==> src/design/smt_pkg.sv <==
package smt_pkg;

    // ----------------------------------------------------------------
    // Operation codes
    // ----------------------------------------------------------------
    typedef enum logic [4:0] {
        SMT_OP_CTL_TO_REG  = 5'h00,
        SMT_OP_REG_TO_CTL  = 5'h01,
        SMT_OP_MRM_LD_W    = 5'h02,
        SMT_OP_MRM_ST_W    = 5'h03,
        SMT_OP_MRM_LD_L    = 5'h04,
        SMT_OP_MRM_ST_L    = 5'h05,
        SMT_OP_PLM_ST_W    = 5'h06,
        SMT_OP_PLM_LD_W    = 5'h07,
        SMT_OP_PLM_ST_L    = 5'h08,
        SMT_OP_PLM_LD_L    = 5'h09,
        SMT_OP_ASM_LD      = 5'h0a,
        SMT_OP_ASM_ST      = 5'h0b,
        SMT_OP_BOUNDS_CMP  = 5'h0c,
        SMT_OP_LONG_MUL    = 5'h0d,
        SMT_OP_LONG_UDIV   = 5'h0e,
        SMT_OP_LONG_SDIV   = 5'h0f,
        SMT_OP_TABLE_INTP  = 5'h10
    } smt_op_e;

    typedef enum logic [1:0] {
        SMT_CR_USER_STACK_POINTER = 2'h0,
        SMT_CR_VECTOR_BASE_REG    = 2'h1,
        SMT_CR_SOURCE_FC          = 2'h2,
        SMT_CR_DEST_FC            = 2'h3
    } smt_cr_e;

    // ----------------------------------------------------------------
    // Cycle figures at two-clock bus cycles
    // ----------------------------------------------------------------
    localparam logic [7:0] SMT_SAVE_CYC       = 8'h03;
    localparam logic [7:0] SMT_SAVE_HEAD      = 8'h01;
    localparam logic [7:0] SMT_ASM_LD_CYC     = 8'h0b;
    localparam logic [7:0] SMT_ASM_ST_CYC     = 8'h0c;
    localparam logic [7:0] SMT_ASM_HEAD_LD    = 8'h07;
    localparam logic [7:0] SMT_ASM_HEAD_ST    = 8'h09;
    localparam logic [7:0] SMT_CTL_TO_REG_CYC = 8'h0e;
    localparam logic [7:0] SMT_REG_TO_CTL_CYC = 8'h0e;
    localparam logic [7:0] SMT_CTL_HEAD_RD    = 8'h0a;
    localparam logic [7:0] SMT_CTL_HEAD_WR    = 8'h0c;
    localparam logic [7:0] SMT_MRM_W_BASE     = 8'h08;
    localparam logic [7:0] SMT_MRM_LD_L_BASE  = 8'h0c;
    localparam logic [7:0] SMT_MRM_ST_L_BASE  = 8'h0a;
    localparam logic [7:0] SMT_MRM_PER_REG    = 8'h04;
    localparam logic [7:0] SMT_PLM_ST_W_CYC   = 8'h0a;
    localparam logic [7:0] SMT_PLM_ST_L_CYC   = 8'h0e;
    localparam logic [7:0] SMT_PLM_LD_W_CYC   = 8'h0b;
    localparam logic [7:0] SMT_PLM_LD_L_CYC   = 8'h13;
    localparam logic [7:0] SMT_BCMP_CYC       = 8'h12;
    localparam logic [7:0] SMT_LMUL_CYC       = 8'h34;
    localparam logic [7:0] SMT_UDIV_MAX_CYC   = 8'h2e;
    localparam logic [7:0] SMT_SDIV_MAX_CYC   = 8'h3e;
    localparam logic [7:0] SMT_TBL_CYC        = 8'h23;
    localparam logic [7:0] SMT_OP_HEAD        = 8'h02;
    localparam logic [7:0] SMT_LONG_EXTRA     = 8'h02;
    localparam logic [7:0] SMT_BUS_NOM_CLK    = 8'h02;
    localparam logic [7:0] SMT_MRM_BUS_ALLOW  = 8'h04;
    localparam logic [7:0] SMT_CNT_RST        = 8'h00;

endpackage

==> src/design/smt_cost_rom.sv <==
`timescale 1ns/1ps
// Nominal cost table: total cycles, head, and bus counts (r/w) per operation
module smt_cost_rom
    import smt_pkg::*;
(
    // Clock
    input  wire logic       clk_i,
    input  wire logic       rstn_i,
    // Lookup
    input  wire smt_op_e    op_i,
    input  wire logic [3:0] nreg_i,
    input  wire logic       long_i,
    output logic [7:0]      cyc_o,
    output logic [7:0]      head_o,
    output logic [5:0]      rd_o,
    output logic [5:0]      wr_o
);

    // ----------------------------------------------------------------
    // Per-register cost
    // ----------------------------------------------------------------
    function automatic logic [7:0] mrm_cost(input logic [7:0] base, input logic [3:0] n);
        mrm_cost = base + 8'({n, 2'b00});
    endfunction

    logic [7:0] nxt_cyc;
    logic [7:0] nxt_head;
    logic [5:0] nxt_rd;
    logic [5:0] nxt_wr;
    logic [7:0] x_add;
    logic [5:0] x_cnt;

    always_comb begin
        // Long operand: two bus cycles and two more clocks
        x_add    = long_i ? SMT_LONG_EXTRA : 8'h00;
        x_cnt    = long_i ? 6'h02 : 6'h01;
        nxt_cyc  = 8'h00;
        nxt_head = SMT_OP_HEAD;
        nxt_rd   = 6'h00;
        nxt_wr   = 6'h00;
        unique case (op_i)
            SMT_OP_CTL_TO_REG: begin
                nxt_cyc  = SMT_CTL_TO_REG_CYC;
                nxt_head = SMT_CTL_HEAD_RD;
            end
            SMT_OP_REG_TO_CTL: begin
                nxt_cyc  = SMT_REG_TO_CTL_CYC;
                nxt_head = SMT_CTL_HEAD_WR;
            end
            SMT_OP_MRM_LD_W: begin
                nxt_cyc = mrm_cost(SMT_MRM_W_BASE, nreg_i);
                nxt_rd  = 6'({2'b00, nreg_i}) + 6'h01;
            end
            SMT_OP_MRM_ST_W: begin
                nxt_cyc = mrm_cost(SMT_MRM_W_BASE, nreg_i);
                nxt_wr  = 6'({2'b00, nreg_i});
            end
            SMT_OP_MRM_LD_L: begin
                nxt_cyc = mrm_cost(SMT_MRM_LD_L_BASE, nreg_i);
                nxt_rd  = 6'({1'b0, nreg_i, 1'b0}) + 6'h02;
            end
            SMT_OP_MRM_ST_L: begin
                nxt_cyc = mrm_cost(SMT_MRM_ST_L_BASE, nreg_i);
                nxt_wr  = 6'({1'b0, nreg_i, 1'b0});
            end
            SMT_OP_PLM_ST_W: begin
                nxt_cyc = SMT_PLM_ST_W_CYC;
                nxt_wr  = 6'h02;
            end
            SMT_OP_PLM_ST_L: begin
                nxt_cyc = SMT_PLM_ST_L_CYC;
                nxt_wr  = 6'h04;
            end
            SMT_OP_PLM_LD_W: begin
                nxt_cyc = SMT_PLM_LD_W_CYC;
                nxt_rd  = 6'h02;
            end
            SMT_OP_PLM_LD_L: begin
                nxt_cyc = SMT_PLM_LD_L_CYC;
                nxt_rd  = 6'h04;
            end
            SMT_OP_ASM_LD: begin
                nxt_cyc  = SMT_ASM_LD_CYC + x_add;
                nxt_head = SMT_ASM_HEAD_LD;
                nxt_rd   = x_cnt;
            end
            SMT_OP_ASM_ST: begin
                nxt_cyc  = SMT_ASM_ST_CYC + x_add;
                nxt_head = SMT_ASM_HEAD_ST;
                nxt_wr   = x_cnt;
            end
            SMT_OP_BOUNDS_CMP: begin
                nxt_cyc = SMT_BCMP_CYC + x_add;
                nxt_rd  = x_cnt;
            end
            // Multiply: same figure for signed and unsigned; the two divide bounds differ
            SMT_OP_LONG_MUL:  nxt_cyc = SMT_LMUL_CYC;
            SMT_OP_LONG_UDIV: nxt_cyc = SMT_UDIV_MAX_CYC;
            SMT_OP_LONG_SDIV: nxt_cyc = SMT_SDIV_MAX_CYC;
            SMT_OP_TABLE_INTP: begin
                nxt_cyc = SMT_TBL_CYC + x_add + x_add;
                nxt_rd  = 6'(x_cnt + x_cnt);
            end
            default: begin
                nxt_cyc = SMT_BUS_NOM_CLK;
            end
        endcase
    end

    always_ff @(posedge clk_i or negedge rstn_i) begin
        if (!rstn_i) begin
            cyc_o  <= SMT_CNT_RST;
            head_o <= SMT_CNT_RST;
            rd_o   <= 6'h00;
            wr_o   <= 6'h00;
        end else begin
            cyc_o  <= nxt_cyc;
            head_o <= nxt_head;
            rd_o   <= nxt_rd;
            wr_o   <= nxt_wr;
        end
    end

endmodule

==> src/design/smt_ctl_reg.sv <==
`timescale 1ns/1ps
// Four control registers reached by the control-register move
module smt_ctl_reg
    import smt_pkg::*;
#(
    parameter int W = 32
) (
    // Clock
    input  wire logic         clk_i,
    input  wire logic         rstn_i,
    // Access
    input  wire logic         wr_i,
    input  wire smt_cr_e      sel_i,
    input  wire logic [W-1:0] wdata_i,
    output logic [W-1:0]      rdata_o
);

    logic [W-1:0] mem_ff [4];

    always_ff @(posedge clk_i or negedge rstn_i) begin
        if (!rstn_i) begin
            for (int i = 0; i < 4; i++) begin
                mem_ff[i] <= '0;
            end
        end else if (wr_i) begin
            mem_ff[sel_i] <= wdata_i;
        end
    end

    always_ff @(posedge clk_i or negedge rstn_i) begin
        if (!rstn_i) begin
            rdata_o <= '0;
        end else begin
            rdata_o <= mem_ff[sel_i];
        end
    end

endmodule

==> src/design/smt_exec_timing.sv <==
`timescale 1ns/1ps
// Contract
// - Totals include operand read, prefetch and write bus cycles within them.
// - Nominal counts assume two-clock bus cycles; slower cycles lengthen execution.
// - Long operand uses two bus cycles, adding two clocks to tail and total.
// - Multi-register move tolerates bus cycles up to four clocks at no cost.
// - Alternate-space move: save 3, address, then op 11 load or 12 store.
// - Control move reaches user stack, vector base, source and destination codes.
// - Word multi-register load: 8 plus 4n cycles, n+1 reads, 2 prefetches.
// - Long multi-register load: 12 plus 4n cycles, 2n+2 reads.
// - Long multi-register store: 10 plus 4n cycles, 2n writes.
// - Peripheral lane store: 10 cycles two writes word, 14 four long.
// - Peripheral lane load: 11 cycles two reads word, 19 four long.
// - Long divide counts are upper bounds: 46 unsigned, 62 signed.
// - Signed and unsigned multiply take the same time; signed divide takes longer.
// - Bounds, long multiply/divide, memory table: save 3, address, then op.
// - Skip save for long multiply and divide when source is a data register.
// - Slow-bus extra clocks eat head first, then extend tail and total.
module smt_exec_timing
    import smt_pkg::*;
(
    // Clock and reset
    input  wire logic         clk_i,
    input  wire logic         rstn_i,
    // Instruction issue
    input  wire logic         start_i,
    input  wire smt_op_e      op_i,
    input  wire logic [3:0]   nreg_i,
    input  wire logic         long_i,
    input  wire logic         src_dreg_i,
    input  wire logic         early_done_i,
    input  wire logic [7:0]   ea_cyc_i,
    input  wire smt_cr_e      cr_sel_i,
    input  wire logic [31:0]  cr_wdata_i,
    // Bus handshake
    input  wire logic         bus_ack_i,
    // Status
    output logic              busy_o,
    output logic              done_o,
    output logic              bus_req_o,
    output logic [1:0]        phase_o,
    output logic [7:0]        total_o,
    output logic [7:0]        head_o,
    output logic [5:0]        rd_cnt_o,
    output logic [5:0]        wr_cnt_o,
    output logic [31:0]       cr_rdata_o
);
    import smt_pkg::*;

    // ----------------------------------------------------------------
    // Sequence states
    // ----------------------------------------------------------------
    typedef enum logic [2:0] {
        SMT_IDLE = 3'b000,
        SMT_LOOK = 3'b001,
        SMT_SAVE = 3'b010,
        SMT_ADDR = 3'b011,
        SMT_OPER = 3'b100
    } smt_state_e;

    smt_state_e  state_ff;
    smt_state_e  nxt_state;
    smt_op_e     op_ff;
    logic [3:0]  nreg_ff;
    logic        long_ff;
    logic        src_dreg_ff;
    logic [7:0]  ea_ff;
    logic [7:0]  cnt_ff;
    logic [7:0]  bus_clk_ff;
    logic [7:0]  head_left_ff;
    logic [7:0]  rom_cyc;
    logic [7:0]  rom_head;
    logic [5:0]  rom_rd;
    logic [5:0]  rom_wr;
    logic        needs_save;
    logic        stall_add;
    logic        cr_wr;
    smt_op_e     rom_op;
    logic [3:0]  rom_nreg;
    logic        rom_long;

    // ----------------------------------------------------------------
    // Cost table and control registers
    // ----------------------------------------------------------------
    // The table is registered, so while idle it looks up the pending issue;
    // its figures are then ready when the look-up state reads them
    assign rom_op   = (state_ff == SMT_IDLE) ? op_i : op_ff;
    assign rom_nreg = (state_ff == SMT_IDLE) ? nreg_i : nreg_ff;
    assign rom_long = (state_ff == SMT_IDLE) ? long_i : long_ff;

    smt_cost_rom u_rom (
        .clk_i  (clk_i),
        .rstn_i (rstn_i),
        .op_i   (rom_op),
        .nreg_i (rom_nreg),
        .long_i (rom_long),
        .cyc_o  (rom_cyc),
        .head_o (rom_head),
        .rd_o   (rom_rd),
        .wr_o   (rom_wr)
    );

    assign cr_wr = start_i && (state_ff == SMT_IDLE) && (op_i == SMT_OP_REG_TO_CTL);

    smt_ctl_reg #(.W(32)) u_cr (
        .clk_i   (clk_i),
        .rstn_i  (rstn_i),
        .wr_i    (cr_wr),
        .sel_i   (cr_sel_i),
        .wdata_i (cr_wdata_i),
        .rdata_o (cr_rdata_o)
    );

    // ----------------------------------------------------------------
    // Save-step decision
    // ----------------------------------------------------------------
    function automatic logic save_needed(input smt_op_e op, input logic dreg);
        unique case (op)
            SMT_OP_ASM_LD, SMT_OP_ASM_ST, SMT_OP_BOUNDS_CMP,
            SMT_OP_TABLE_INTP:                   save_needed = 1'b1;
            SMT_OP_LONG_MUL, SMT_OP_LONG_UDIV,
            SMT_OP_LONG_SDIV:                    save_needed = !dreg;
            default:                             save_needed = 1'b0;
        endcase
    endfunction

    function automatic logic is_mrm(input smt_op_e op);
        is_mrm = (op == SMT_OP_MRM_LD_W) || (op == SMT_OP_MRM_ST_W) ||
                 (op == SMT_OP_MRM_LD_L) || (op == SMT_OP_MRM_ST_L);
    endfunction

    assign needs_save = save_needed(op_ff, src_dreg_ff);

    // ----------------------------------------------------------------
    // Slow-bus accounting
    // ----------------------------------------------------------------
    // Each clock a bus cycle runs past its nominal length (or past four clocks for the
    // multi-register move) costs one clock; the head absorbs them first.
    always_comb begin
        stall_add = 1'b0;
        if (bus_req_o && !bus_ack_i && state_ff == SMT_OPER) begin
            if (is_mrm(op_ff)) begin
                stall_add = (bus_clk_ff >= SMT_MRM_BUS_ALLOW - 8'h01);
            end else begin
                stall_add = (bus_clk_ff >= SMT_BUS_NOM_CLK - 8'h01);
            end
        end
    end

    // ----------------------------------------------------------------
    // Sequencer
    // ----------------------------------------------------------------
    always_comb begin
        nxt_state = state_ff;
        unique case (state_ff)
            SMT_IDLE: if (start_i) nxt_state = SMT_LOOK;
            SMT_LOOK: nxt_state = needs_save ? SMT_SAVE : SMT_ADDR;
            SMT_SAVE: if (cnt_ff <= 8'h01) nxt_state = SMT_ADDR;
            SMT_ADDR: if (cnt_ff <= 8'h01) nxt_state = SMT_OPER;
            SMT_OPER: if (cnt_ff <= 8'h01 && !stall_add) nxt_state = SMT_IDLE;
            default:  nxt_state = SMT_IDLE;
        endcase
        if (state_ff == SMT_OPER && early_done_i && (op_ff == SMT_OP_LONG_UDIV ||
            op_ff == SMT_OP_LONG_SDIV)) begin
            nxt_state = SMT_IDLE;
        end
    end

    always_ff @(posedge clk_i or negedge rstn_i) begin
        if (!rstn_i) begin
            state_ff <= SMT_IDLE;
        end else begin
            state_ff <= nxt_state;
        end
    end

    always_ff @(posedge clk_i or negedge rstn_i) begin
        if (!rstn_i) begin
            op_ff       <= SMT_OP_CTL_TO_REG;
            nreg_ff     <= 4'h0;
            long_ff     <= 1'b0;
            src_dreg_ff <= 1'b0;
            ea_ff       <= SMT_CNT_RST;
        end else if (start_i && state_ff == SMT_IDLE) begin
            op_ff       <= op_i;
            nreg_ff     <= nreg_i;
            long_ff     <= long_i;
            src_dreg_ff <= src_dreg_i;
            ea_ff       <= ea_cyc_i;
        end
    end

    // Phase down-counter; a zero-length address phase still takes one clock
    always_ff @(posedge clk_i or negedge rstn_i) begin
        if (!rstn_i) begin
            cnt_ff <= SMT_CNT_RST;
        end else if (state_ff == SMT_LOOK) begin
            cnt_ff <= needs_save ? SMT_SAVE_CYC : ((ea_ff == 8'h00) ? 8'h01 : ea_ff);
        end else if (state_ff == SMT_SAVE && cnt_ff <= 8'h01) begin
            cnt_ff <= (ea_ff == 8'h00) ? 8'h01 : ea_ff;
        end else if (state_ff == SMT_ADDR && cnt_ff <= 8'h01) begin
            // Head overlaps the prior tail, so the op starts on its own count
            cnt_ff <= rom_cyc;
        end else if (stall_add && head_left_ff == 8'h00) begin
            cnt_ff <= cnt_ff;
        end else if (cnt_ff != 8'h00) begin
            cnt_ff <= cnt_ff - 8'h01;
        end
    end

    always_ff @(posedge clk_i or negedge rstn_i) begin
        if (!rstn_i) begin
            head_left_ff <= SMT_CNT_RST;
        end else if (state_ff == SMT_ADDR && cnt_ff <= 8'h01) begin
            head_left_ff <= rom_head;
        end else if (stall_add && head_left_ff != 8'h00) begin
            head_left_ff <= head_left_ff - 8'h01;
        end
    end

    always_ff @(posedge clk_i or negedge rstn_i) begin
        if (!rstn_i) begin
            bus_clk_ff <= SMT_CNT_RST;
        end else if (!bus_req_o || bus_ack_i) begin
            bus_clk_ff <= SMT_CNT_RST;
        end else if (bus_clk_ff != 8'hff) begin
            bus_clk_ff <= bus_clk_ff + 8'h01;
        end
    end

    // ----------------------------------------------------------------
    // Outputs
    // ----------------------------------------------------------------
    always_ff @(posedge clk_i or negedge rstn_i) begin
        if (!rstn_i) begin
            busy_o    <= 1'b0;
            done_o    <= 1'b0;
            bus_req_o <= 1'b0;
            phase_o   <= 2'h0;
        end else begin
            busy_o    <= (nxt_state != SMT_IDLE);
            done_o    <= (state_ff == SMT_OPER) && (nxt_state == SMT_IDLE);
            bus_req_o <= (nxt_state == SMT_OPER);
            phase_o   <= nxt_state[2] ? 2'h3 : nxt_state[1:0];
        end
    end

    // Total reported includes save, address and op; r/p/w are inside it
    always_ff @(posedge clk_i or negedge rstn_i) begin
        if (!rstn_i) begin
            total_o  <= SMT_CNT_RST;
            head_o   <= SMT_CNT_RST;
            rd_cnt_o <= 6'h00;
            wr_cnt_o <= 6'h00;
        end else if (state_ff == SMT_LOOK) begin
            total_o  <= 8'(rom_cyc + ea_ff + (needs_save ? SMT_SAVE_CYC : 8'h00));
            head_o   <= needs_save ? SMT_SAVE_HEAD : rom_head;
            rd_cnt_o <= rom_rd;
            wr_cnt_o <= rom_wr;
        end else if (stall_add && head_left_ff == 8'h00) begin
            total_o  <= total_o + 8'h01;
        end
    end

endmodule

==> config.mk <==
export PLATFORM = sky130hd
export DESIGN_NAME = smt_exec_timing
export DESIGN_NICKNAME = d
export VERILOG_FILES = /design/src/design/smt_pkg.sv /design/src/design/smt_cost_rom.sv /design/src/design/smt_ctl_reg.sv /design/src/design/smt_exec_timing.sv
export SDC_FILE = /design/constraint.sdc
export NUM_CORES = 1
export LEC_CHECK = 0
export BUFFER_PORTS_ARGS = -buffer_cell sky130_fd_sc_hd__buf_2
export CAP_MARGIN = 10
export CORE_MARGIN = 4
export CORE_UTILIZATION = 25
export CTS_CLUSTER_DIAMETER = 200
export DETAILED_ROUTE_END_ITERATION = 16
export HOLD_SLACK_MARGIN = 0.03
export PLACE_DENSITY = 0.37
export SYNTH_ARGS = -nofsm -noshare
export SYNTH_HDL_FRONTEND = slang
export SYNTH_SLANG_ARGS = --single-unit
==> constraint.sdc <==
create_clock -name clk_i -period 3.55 [get_ports clk_i]
set_input_delay 0.8875 -clock clk_i [delete_from_list [all_inputs] [get_ports clk_i]]
set_output_delay 0.8875 -clock clk_i [all_outputs]
set_load 0.005 [all_outputs]
# Yosys cells after proc, flatten, opt, wreduce, memory -nomap -nowiden
# Index checks and enable logic that the tools add are counted.
[totals]
mem_bits_ro = 0
mem_bits_rw = 0
elab_cells = 165
latch_bits = 0
n_memories = 0
output_inout_bits = 65
ff_bits = 263
[op_classes]
reduce_logical = 40
n_shift = 0
n_mux = 41
addsub = 17
bitwise = 1
div = 0
n_lt_le_gt_ge = 5
n_mul = 0
eq_ne = 35
[ops]
columns = ["operator", "count"]
rows = [
  ["128-bit bitwise mux", 1],
  ["8-bit one-hot mux with 14 select lines", 1],
  ["8-bit two-way mux", 13],
  ["32-bit two-way mux", 3],
  ["5-bit by 4-bit equality test with 1-bit output (second input constant)", 14],
  ["32-bit binary-select mux with 2-bit select", 1],
  ["32-bit demux with 2-bit select", 1],
  ["6-bit one-hot mux with 6 select lines", 1],
  ["5-bit by 3-bit equality test with 1-bit output (second input constant)", 6],
  ["6-bit one-hot mux with 5 select lines", 1],
  ["4-bit by 6-bit adder with 7-bit output (first input constant)", 3],
  ["5-bit by 2-bit equality test with 1-bit output (second input constant)", 4],
  ["4-bit by 8-bit adder with 8-bit output (first input constant)", 2],
  ["8-bit by 1-bit adder with 8-bit output (second input constant)", 2],
  ["8-bit adder", 2],
  ["8-bit logical NOT", 2],
  ["4-bit one-hot mux with 4 select lines", 1],
  ["8-bit nonzero test", 2],
  ["8-bit by 1-bit subtractor with 8-bit output (second input constant)", 2],
  ["3-bit two-way mux", 5],
  ["3-bit one-hot mux with 5 select lines", 1],
  ["1-bit logical AND", 13],
  ["5-bit by 1-bit equality test with 1-bit output (second input constant)", 2],
  ["5-bit equality test (second input constant)", 2],
  ["other kinds (33)", 54],
]

# Depth between registers and ports, before layout
# Gate-level depths: netlist of run 1.
[logic_depth]
depth_word = 13
ltp_mapped = 14

# By module
# Synthesis of run 1 repeated with hierarchy kept, for this count alone.
[unflattened]
cells_unflattened = 935
area_unflattened_um2 = 12131.6
[by_module_without_submodules]
columns = ["module", "seq_area_each_um2", "instances", "area_per_inst_um2", "cells_each"]
rows = [
  ["smt_ctl_reg", 4003.8, 1, 6334.8, 344],
  ["smt_exec_timing", 1976.9, 1, 4439.3, 441],
  ["smt_cost_rom", 550.5, 1, 1357.6, 150],
]

# Least setup slack after synthesis of run 1
# No wires, ideal clock.
[synth_path]
path_kind = "register -> register"
start = "register op_ff[2]"
end = "register total_o[7]"
arrival_time_ns = 3.140
synth_period_minus_slack_ns = 3.222
t_required_ns = 3.468
setup_slack_ns = 0.328
path_buffers = 0
path_stages_with_launch = 14
setup_time_ns = 0.082
cell_sequence = "dfrtp_1 > or3b_2 > a21oi_1 > nor2_4 > inv_2 > fa_1 > ha_1 > fa_1 > a21o_1 > a21oi_1 > o21ai_0 > xnor2_1 > nor2_1 > a31oi_1"
[synth_between]
elab_chain_len = 8
elab_cells_between_ends = 24
classes_between = "1 x add/sub; 11 x eq/ne; 5 x mux; 7 x reduce/logical"
[synth_lines]
columns = ["item", "line_no", "text"]
rows = [
  ["start: declaration", "smt_exec_timing.sv:63", "smt_op_e op_ff;"],
  ["start signal: assignment", "smt_exec_timing.sv:185", "op_ff <= op_i;"],
  ["parallel branches: the longest is 8 deep, another holds 8-bit by 2-bit adder with 8-bit output", "n/a", ""],
  ["end signal: assignment", "smt_exec_timing.sv:256", "total_o <= 8'(rom_cyc + ea_ff + (needs_save ? SMT_SAVE_CYC : 8'h00));"],
  ["end signal: assignment", "smt_exec_timing.sv:261", "total_o <= total_o + 8'h01;"],
  ["end: declaration", "smt_exec_timing.sv:42", "output logic [7:0] total_o,"],
]
# Several ways; the timed one is not identified.
# A chain may end at the register's enable or synchronous reset.

# Final worst setup path of run 1
# Ends and elaborated chain as after synthesis.

==> impl_metrics.yaml, run 1 <==
synth:
  synthTopCellsByArea: "dfrtp_1, mux2_2, mux4_2, mux2_4, nand2_1"
  syn_inst: 967
  netlist.top_cell.by_area: "dfrtp_1"
  synthArstFlopShare: 1.000
  syn-mean-instance-area_um2: 12.70
  synth_edf_count: 0
  yosys_warnings: 0
  synth_flop_cell: "dfrtp_1"
  ys_ff_latch: 256
  ys_seq_area_frac: 0.5217
  syn_area_um2: 12280
  yosysUniqueCellTypes: 80
  synth_top_cell_area_share: 0.5217
  synthTopCellsByCount: "dfrtp_1, mux2_2, nand2_1, nor2_1, o21ai_0"
  yosysMostFrequentCell: "dfrtp_1"
timing:
  finalWorstPathRequiredPeriod_ns: 3.278
  skew_ns: 0.02943
  slew_headroom: 0.5075
  setup_viol: 0
  rsz0062_at_grt: "false"
  final.setup.tns_ns: 0
  finalMaxSlewViolations: 0
  timing_hold_violations_final: 0
  worst_slew_pin_slew_ns: 0.7388
  final.period_utilization: 0.9233
  max_freq_ghz: 0.3051
clock_tree:
  htree_levels: 2
  cts_made_buffers: 34
  clock_sinks: 256
  clk_pin_slew_ns: 0.06
  cts_max_path_buffers: 3
  cts_root_buf: "clkbuf_16"
  cts_tree: "done"
  clock_latency_ns: 0.55
  hold_buffers: 0
place:
  place.gp.congestion: 0.8098
  placed_area_um2: 13750
  dp_hpwl_um: 22620
  port_buffers: 117
worst_hold_path:
  hp-class: "in -> async"
cells_and_area:
  n_fill_cell: 4909
  fin_nets: 1185
  final_cell_area_um2: 14970
  drive_gt1_frac: 0.3774
  area_growth_pct: 21.86
  fin_util: 0.3108
  multiInputGateArea_um2: 5555
  seq_area_um2: 6406
power_and_ir_drop:
  vdd_drop_max_uv: 276.6
  power_density_nw_per_um2: 709.8
  leakage_nw: 7.019
route:
  drtIter0Drc: 423
  wl_um: 33460
  avgRoutedWirePerCell_um: 18.75
  ant_nets: 0
  vias: 8108
  drtPass1Iterations: 4
  route.detailed.drc: 0
  avgViaCountPerCell: 4.542
status:
  status: "completed"
grt:
  grt_pass1_wl_um: 53510
  grt.overflow.total: 0
  grt_pass1_vias: 8790
  grt_max_degree: 84
  grt_use_total: 0.1285
  grt_antenna_before_repair: 8
critical_path:
  end_kind: "register"
  rrSetupSlack_ns: 0.27
  path_class: "reg -> reg"
  cpMostUsedCell: "fa_1"
  worstPathRequired_ns: 4.00
  crit_path_max_fanout: 5
  arrival_ns: 3.73
  start_kind: "register"
  cp_slowest_stage_delay_ns: 0.49
  path_cells: "or3b_2, a21oi_2, nor2_4, inv_2, fa_1, ha_1, fa_1, a21o_1, a21oi_1, o21ai_0, xnor2_1, nor2_1, a31oi_1"
  slowest_stage: "or3b_2"
floorplan:
  initial_core_util: 0.2551
  core-area_um2: 48150
  die_w_um: 229.6
  row_count: 80
  die_area_um2: 52730
  pin_count: 123
  die_y_um: 229.6
job:
  drv_cap: 0
-- path summary, 6_finish.rpt --
check                                         from                     endpoint  cells after the start
setup / recovery              op_ff[2]$_DFFE_PN0P_       total_o[7]$_DFFE_PN0P_                     13
min in group clk_i         u_rom.wr_o[1]$_DFF_PN0_      wr_cnt_o[1]$_DFFE_PN0P_                      2
hold reg to reg            u_rom.wr_o[1]$_DFF_PN0_      wr_cnt_o[1]$_DFFE_PN0P_                      2
max in group asynchronous                   rstn_i  u_cr.mem_ff[11]$_DFFE_PN0P_                      2
hold / removal                              rstn_i       total_o[3]$_DFFE_PN0P_                      1
setup reg to reg              op_ff[2]$_DFFE_PN0P_       total_o[7]$_DFFE_PN0P_                     13
-- power by group --
part	switching, mW	internal, mW
registers	0.414	3.35
logic	1.86	1.38
clock network	1.39	2.22
-- sequential cells by signal, indices dropped and copies added (netlist names), 7 cells and up --
signal,flops
u_cr.mem_ff,128
u_cr.rdata_o,32
bus_clk_ff,8
cnt_ff,8
ea_ff,8
head_left_ff,8
total_o,8
u_rom.cyc_o,7
-- critical path, delay by kind of cell, from the launching register on --
family | cells | cell delay (ns)
xor gates and xnor gates | 1 | 0.15
AOI/OAI and AO/OA | 5 | 0.89
buffers and inverters | 1 | 0.09
and+or+nand+nor | 3 | 0.63
adders and majority gates | 3 | 1.08
DFF | 1 | 0.37
-- cell families (layout without fill, tap and decap cells) --
group,after synthesis,after routing,synth area share
xor+xnor,30,30,0.02201
fa+ha+maj,27,27,0.02914
buf+inv,73,228,0.03128
simple gates,257,257,0.1087
mux,199,199,0.2204
flops,256,256,0.5217
compound gates,124,124,0.06653
other cells,1,8,0.0003054
-- routing by layer --
| metal | GRT usage | wire, um | vias to the layer above |
|---|---|---|---|
| met5 | 0 | 50 | - |
| met4 | 0.03804 | 710 | 8 |
| met3 | 0.03579 | 1986 | 48 |
| met2 | 0.2029 | 15570 | 140 |
| met1 | 0.1726 | 15140 | 4152 |
| li1 | - | - | 3760 |
-- cell usage in the layout (no fill, tap or decap), types with 11 or more instances in the layout --
master / n
mux2i_1: 11
mux2_4: 31
nand2_1: 89
a21oi_1: 25
xnor2_1: 19
dfrtp_1: 256
nand3_1: 16
mux2_2: 123
nor3_1: 12
mux4_2: 32
clkbuf_16: 34
buf_4: 23
o21ai_0: 33
nor2_1: 50
nand2b_1: 15
buf_2: 116
ha_1: 23
inv_1: 19
a31oi_1: 17
-- area by class of cell --
type,instances,area share
tap,656,0.05484
timing repair buffer,147,0.06070
antenna,3,0.0005016
clock buffer,45,0.06429
multi-input combinational,642,0.3712
clock inverter,16,0.01538
sequential,256,0.4281
inverter,20,0.005016
-- metrics by stage --
step | total power, mW | worst slack, ns | instances | hold slack [ns]
floorplan | 5.940 | 0.3280 | 971 | 0.4143
global placement | 7.114 | 0.1811 | 1721 | 0.4273
detailed placement | 7.094 | 0.1579 | 1721 | 0.4240
CTS | 10.84 | 0.1331 | 1782 | 0.3514
global route | 11.38 | 0.005227 | 1782 | 0.3779
finish | 10.62 | 0.2723 | 1785 | 0.3064
-- repair_timing --
action | 4_1_cts | 5_1_grt
gates resized for setup | 0 | 2
setup endpoints to repair | 0 | 1
buffers inserted | 0 | 0
endpoints found under the hold margin | 0 | 0
(Power assumes the default switching activity.)
==> inputs of run 2 (changes only) <==
PLACE_DENSITY = 0.39   (was 0.37)
clock period = 2.8 ns   (was 3.55 ns; I/O delays follow)
==> run 2 against run 1 <==
Against the previous run:
- the run now ends with negative setup slack left
- routed wire length grew 0.81%
- setup slack lost 0.41 ns
- cell count grew 2.2%
- flip-flop and latch count is the same
- maximum frequency grew 12%
- combinational power grew 40%
- die area is the same
- largest power group unchanged
- highest routed layer unchanged
==> impl_metrics.yaml, run 2 (synthesized netlist as in run 1, its figures left out) <==
route:
  drtPass1Iterations: 4
  wl_um: 33730
  vias: 8219
  route.detailed.drc: 0
  drtIter0Drc: 407
  avgRoutedWirePerCell_um: 18.49
  ant_nets: 0
  avgViaCountPerCell: 4.506
clock_tree:
  post-cts-setup-buffers: 0
  clock_latency_ns: 0.55
  cts_tree: "done"
  hold_buffers: 0
  htree_levels: 2
  cts_made_buffers: 34
  cts_root_buf: "clkbuf_16"
  cts_max_path_buffers: 3
  clock_sinks: 256
  clk_pin_slew_ns: 0.06
  cts_resized: 0
grt:
  grt_antenna_before_repair: 12
  grt_pass1_wl_um: 53000
  grt_pass1_vias: 8738
  grt.overflow.total: 0
  grt_use_total: 0.1280
  grt_max_degree: 63
cells_and_area:
  fin_nets: 1227
  drive_gt1_frac: 0.4005
  reg_top3: "u_cr.mem_ff x128, u_cr.rdata_o x32"
  area_growth_pct: 24.01
  multiInputGateArea_um2: 5585
  final_common_cell: "dfrtp_1"
  max_flop_register: "u_cr.mem_ff"
  n_fill_cell: 4879
  mostFrequentLayoutCells: "dfrtp_1, mux2_2, buf_2, nand2_1, buf_4"
  largest_reg_flops: 128
  finalNonFillerCells: 1824
  seq_area_um2: 6407
power_and_ir_drop:
  internal-power_mw: 8.852
  power_mw: 13.54
  power_density_nw_per_um2: 889.3
  leakage_nw: 7.177
  p_seq_frac: 0.350
  vdd_drop_max_uv: 410.6
  clkPwrFrac: 0.316
  pwr-share-comb: 0.333
  p_switching_mw: 4.692
  switching_share: 0.3464
timing:
  worst_slew_pin_slew_ns: 0.5317
  max_freq_ghz: 0.3409
  finalWorstPathRequiredPeriod_ns: 2.933
  skew_ns: 0.01565
  rsz0062_at_grt: "true"
  final.period_utilization: 1.048
  finalMaxSlewViolations: 0
  slew_headroom: 0.6354
  fin_ws_ns: -0.1333
  setup_viol: 3
  timing_hold_violations_final: 0
critical_path:
  r2r_end: "total_o[7]$_DFFE_PN0P_"
  arrival_ns: 3.39
  regToRegStartpoint: "op_ff[2]$_DFFE_PN0P_"
  crit_path_max_fanout: 5
  end_kind: "register"
  r2r_cells: 13
  start_kind: "register"
  worstPathRequired_ns: 3.26
  rrSetupSlack_ns: -0.13
  path_class: "reg -> reg"
status:
  status: "finished, violations left"
  failed_checks: "negative setup slack"
worst_hold_path:
  hp-class: "in -> async"
floorplan:
  die_area_um2: 52730
  core-area_um2: 48150
  row_count: 80
  die_y_um: 229.6
  die_w_um: 229.6
  pin_count: 123
  initial_core_util: 0.2551
place:
  dp_hpwl_um: 23520
  post-place-cells: 1763
  port_buffers: 117
  place.gp.congestion: 0.8079
job:
  drv_cap: 0
[run 2: how the worst max path moves through the flow]
stage | from | to | cells after the start
6_report | op_ff[2]$_DFFE_PN0P_ | total_o[7]$_DFFE_PN0P_ | 13
3_5_place_dp | op_ff[2]$_DFFE_PN0P_ | total_o[7]$_DFFE_PN0P_ | 13
2_1_floorplan | op_ff[2]$_DFFE_PN0P_ | total_o[7]$_DFFE_PN0P_ | 14
4_1_cts | op_ff[2]$_DFFE_PN0P_ | total_o[7]$_DFFE_PN0P_ | 13
5_1_grt | op_ff[2]$_DFFE_PN0P_ | total_o[7]$_DFFE_PN0P_ | 13
3_3_place_gp | op_ff[2]$_DFFE_PN0P_ | total_o[7]$_DFFE_PN0P_ | 13
[run 2: power groups by stage]
stage	Combinational, mW	Sequential, mW	Clock [mW]
global route	5.06	4.82	4.59
finish	4.52	4.74	4.28
detailed placement	4.52	4.81	0
floorplan	2.92	4.67	0
global placement	4.56	4.82	0
CTS	4.55	4.76	4.46
[run 2: final cells by class]
type	instances	area share
repair buffers	189	0.08117
well taps	656	0.05389
inverters	20	0.004929
flip-flops and latches	256	0.4207
diodes	2	0.0003286
clock buffers	46	0.06145
multi-input cells	642	0.3667
clock inverters	13	0.01076
[run 2: stage by stage]
stage / hold WS [ns] / TNS (ns) / worst slack (ns) / area, um2 / utilization
after floorplan: 0.4044 / -0.06057 / -0.06057 / 12330 / -
after global placement: 0.4343 / -0.1338 / -0.07884 / 14120 / 0.2932
after detailed placement: 0.4305 / -0.2078 / -0.1011 / 14120 / 0.2932
after CTS: 0.1090 / -0.2657 / -0.1228 / 15220 / 0.3160
after global routing: 0.1342 / -0.7811 / -0.2957 / 15220 / 0.3162
final: 0.1092 / -0.3168 / -0.1333 / 15230 / 0.3163
[run 2: metal layers]
layer  track usage  vias to the layer above  part of all wire
met1        0.1613                     4153              0.44
met2        0.2130                      147              0.48
met5             0                        -            0.0031
met3       0.03628                       69             0.055
li1              -                     3834                 -
met4       0.04108                       16             0.024
[run 2: critical path, stage by stage (launching register included)]
cell	delay, ns
dfrtp_2	0.43
or3b_4	0.41
a21oi_4	0.19
nor2_4	0.06
inv_2	0.06
fa_1	0.41
ha_2	0.22
fa_2	0.35
a21o_1	0.17
a21oi_2	0.16
o21ai_2	0.07
xnor2_1	0.14
nor2_1	0.05
a31oi_1	0.13
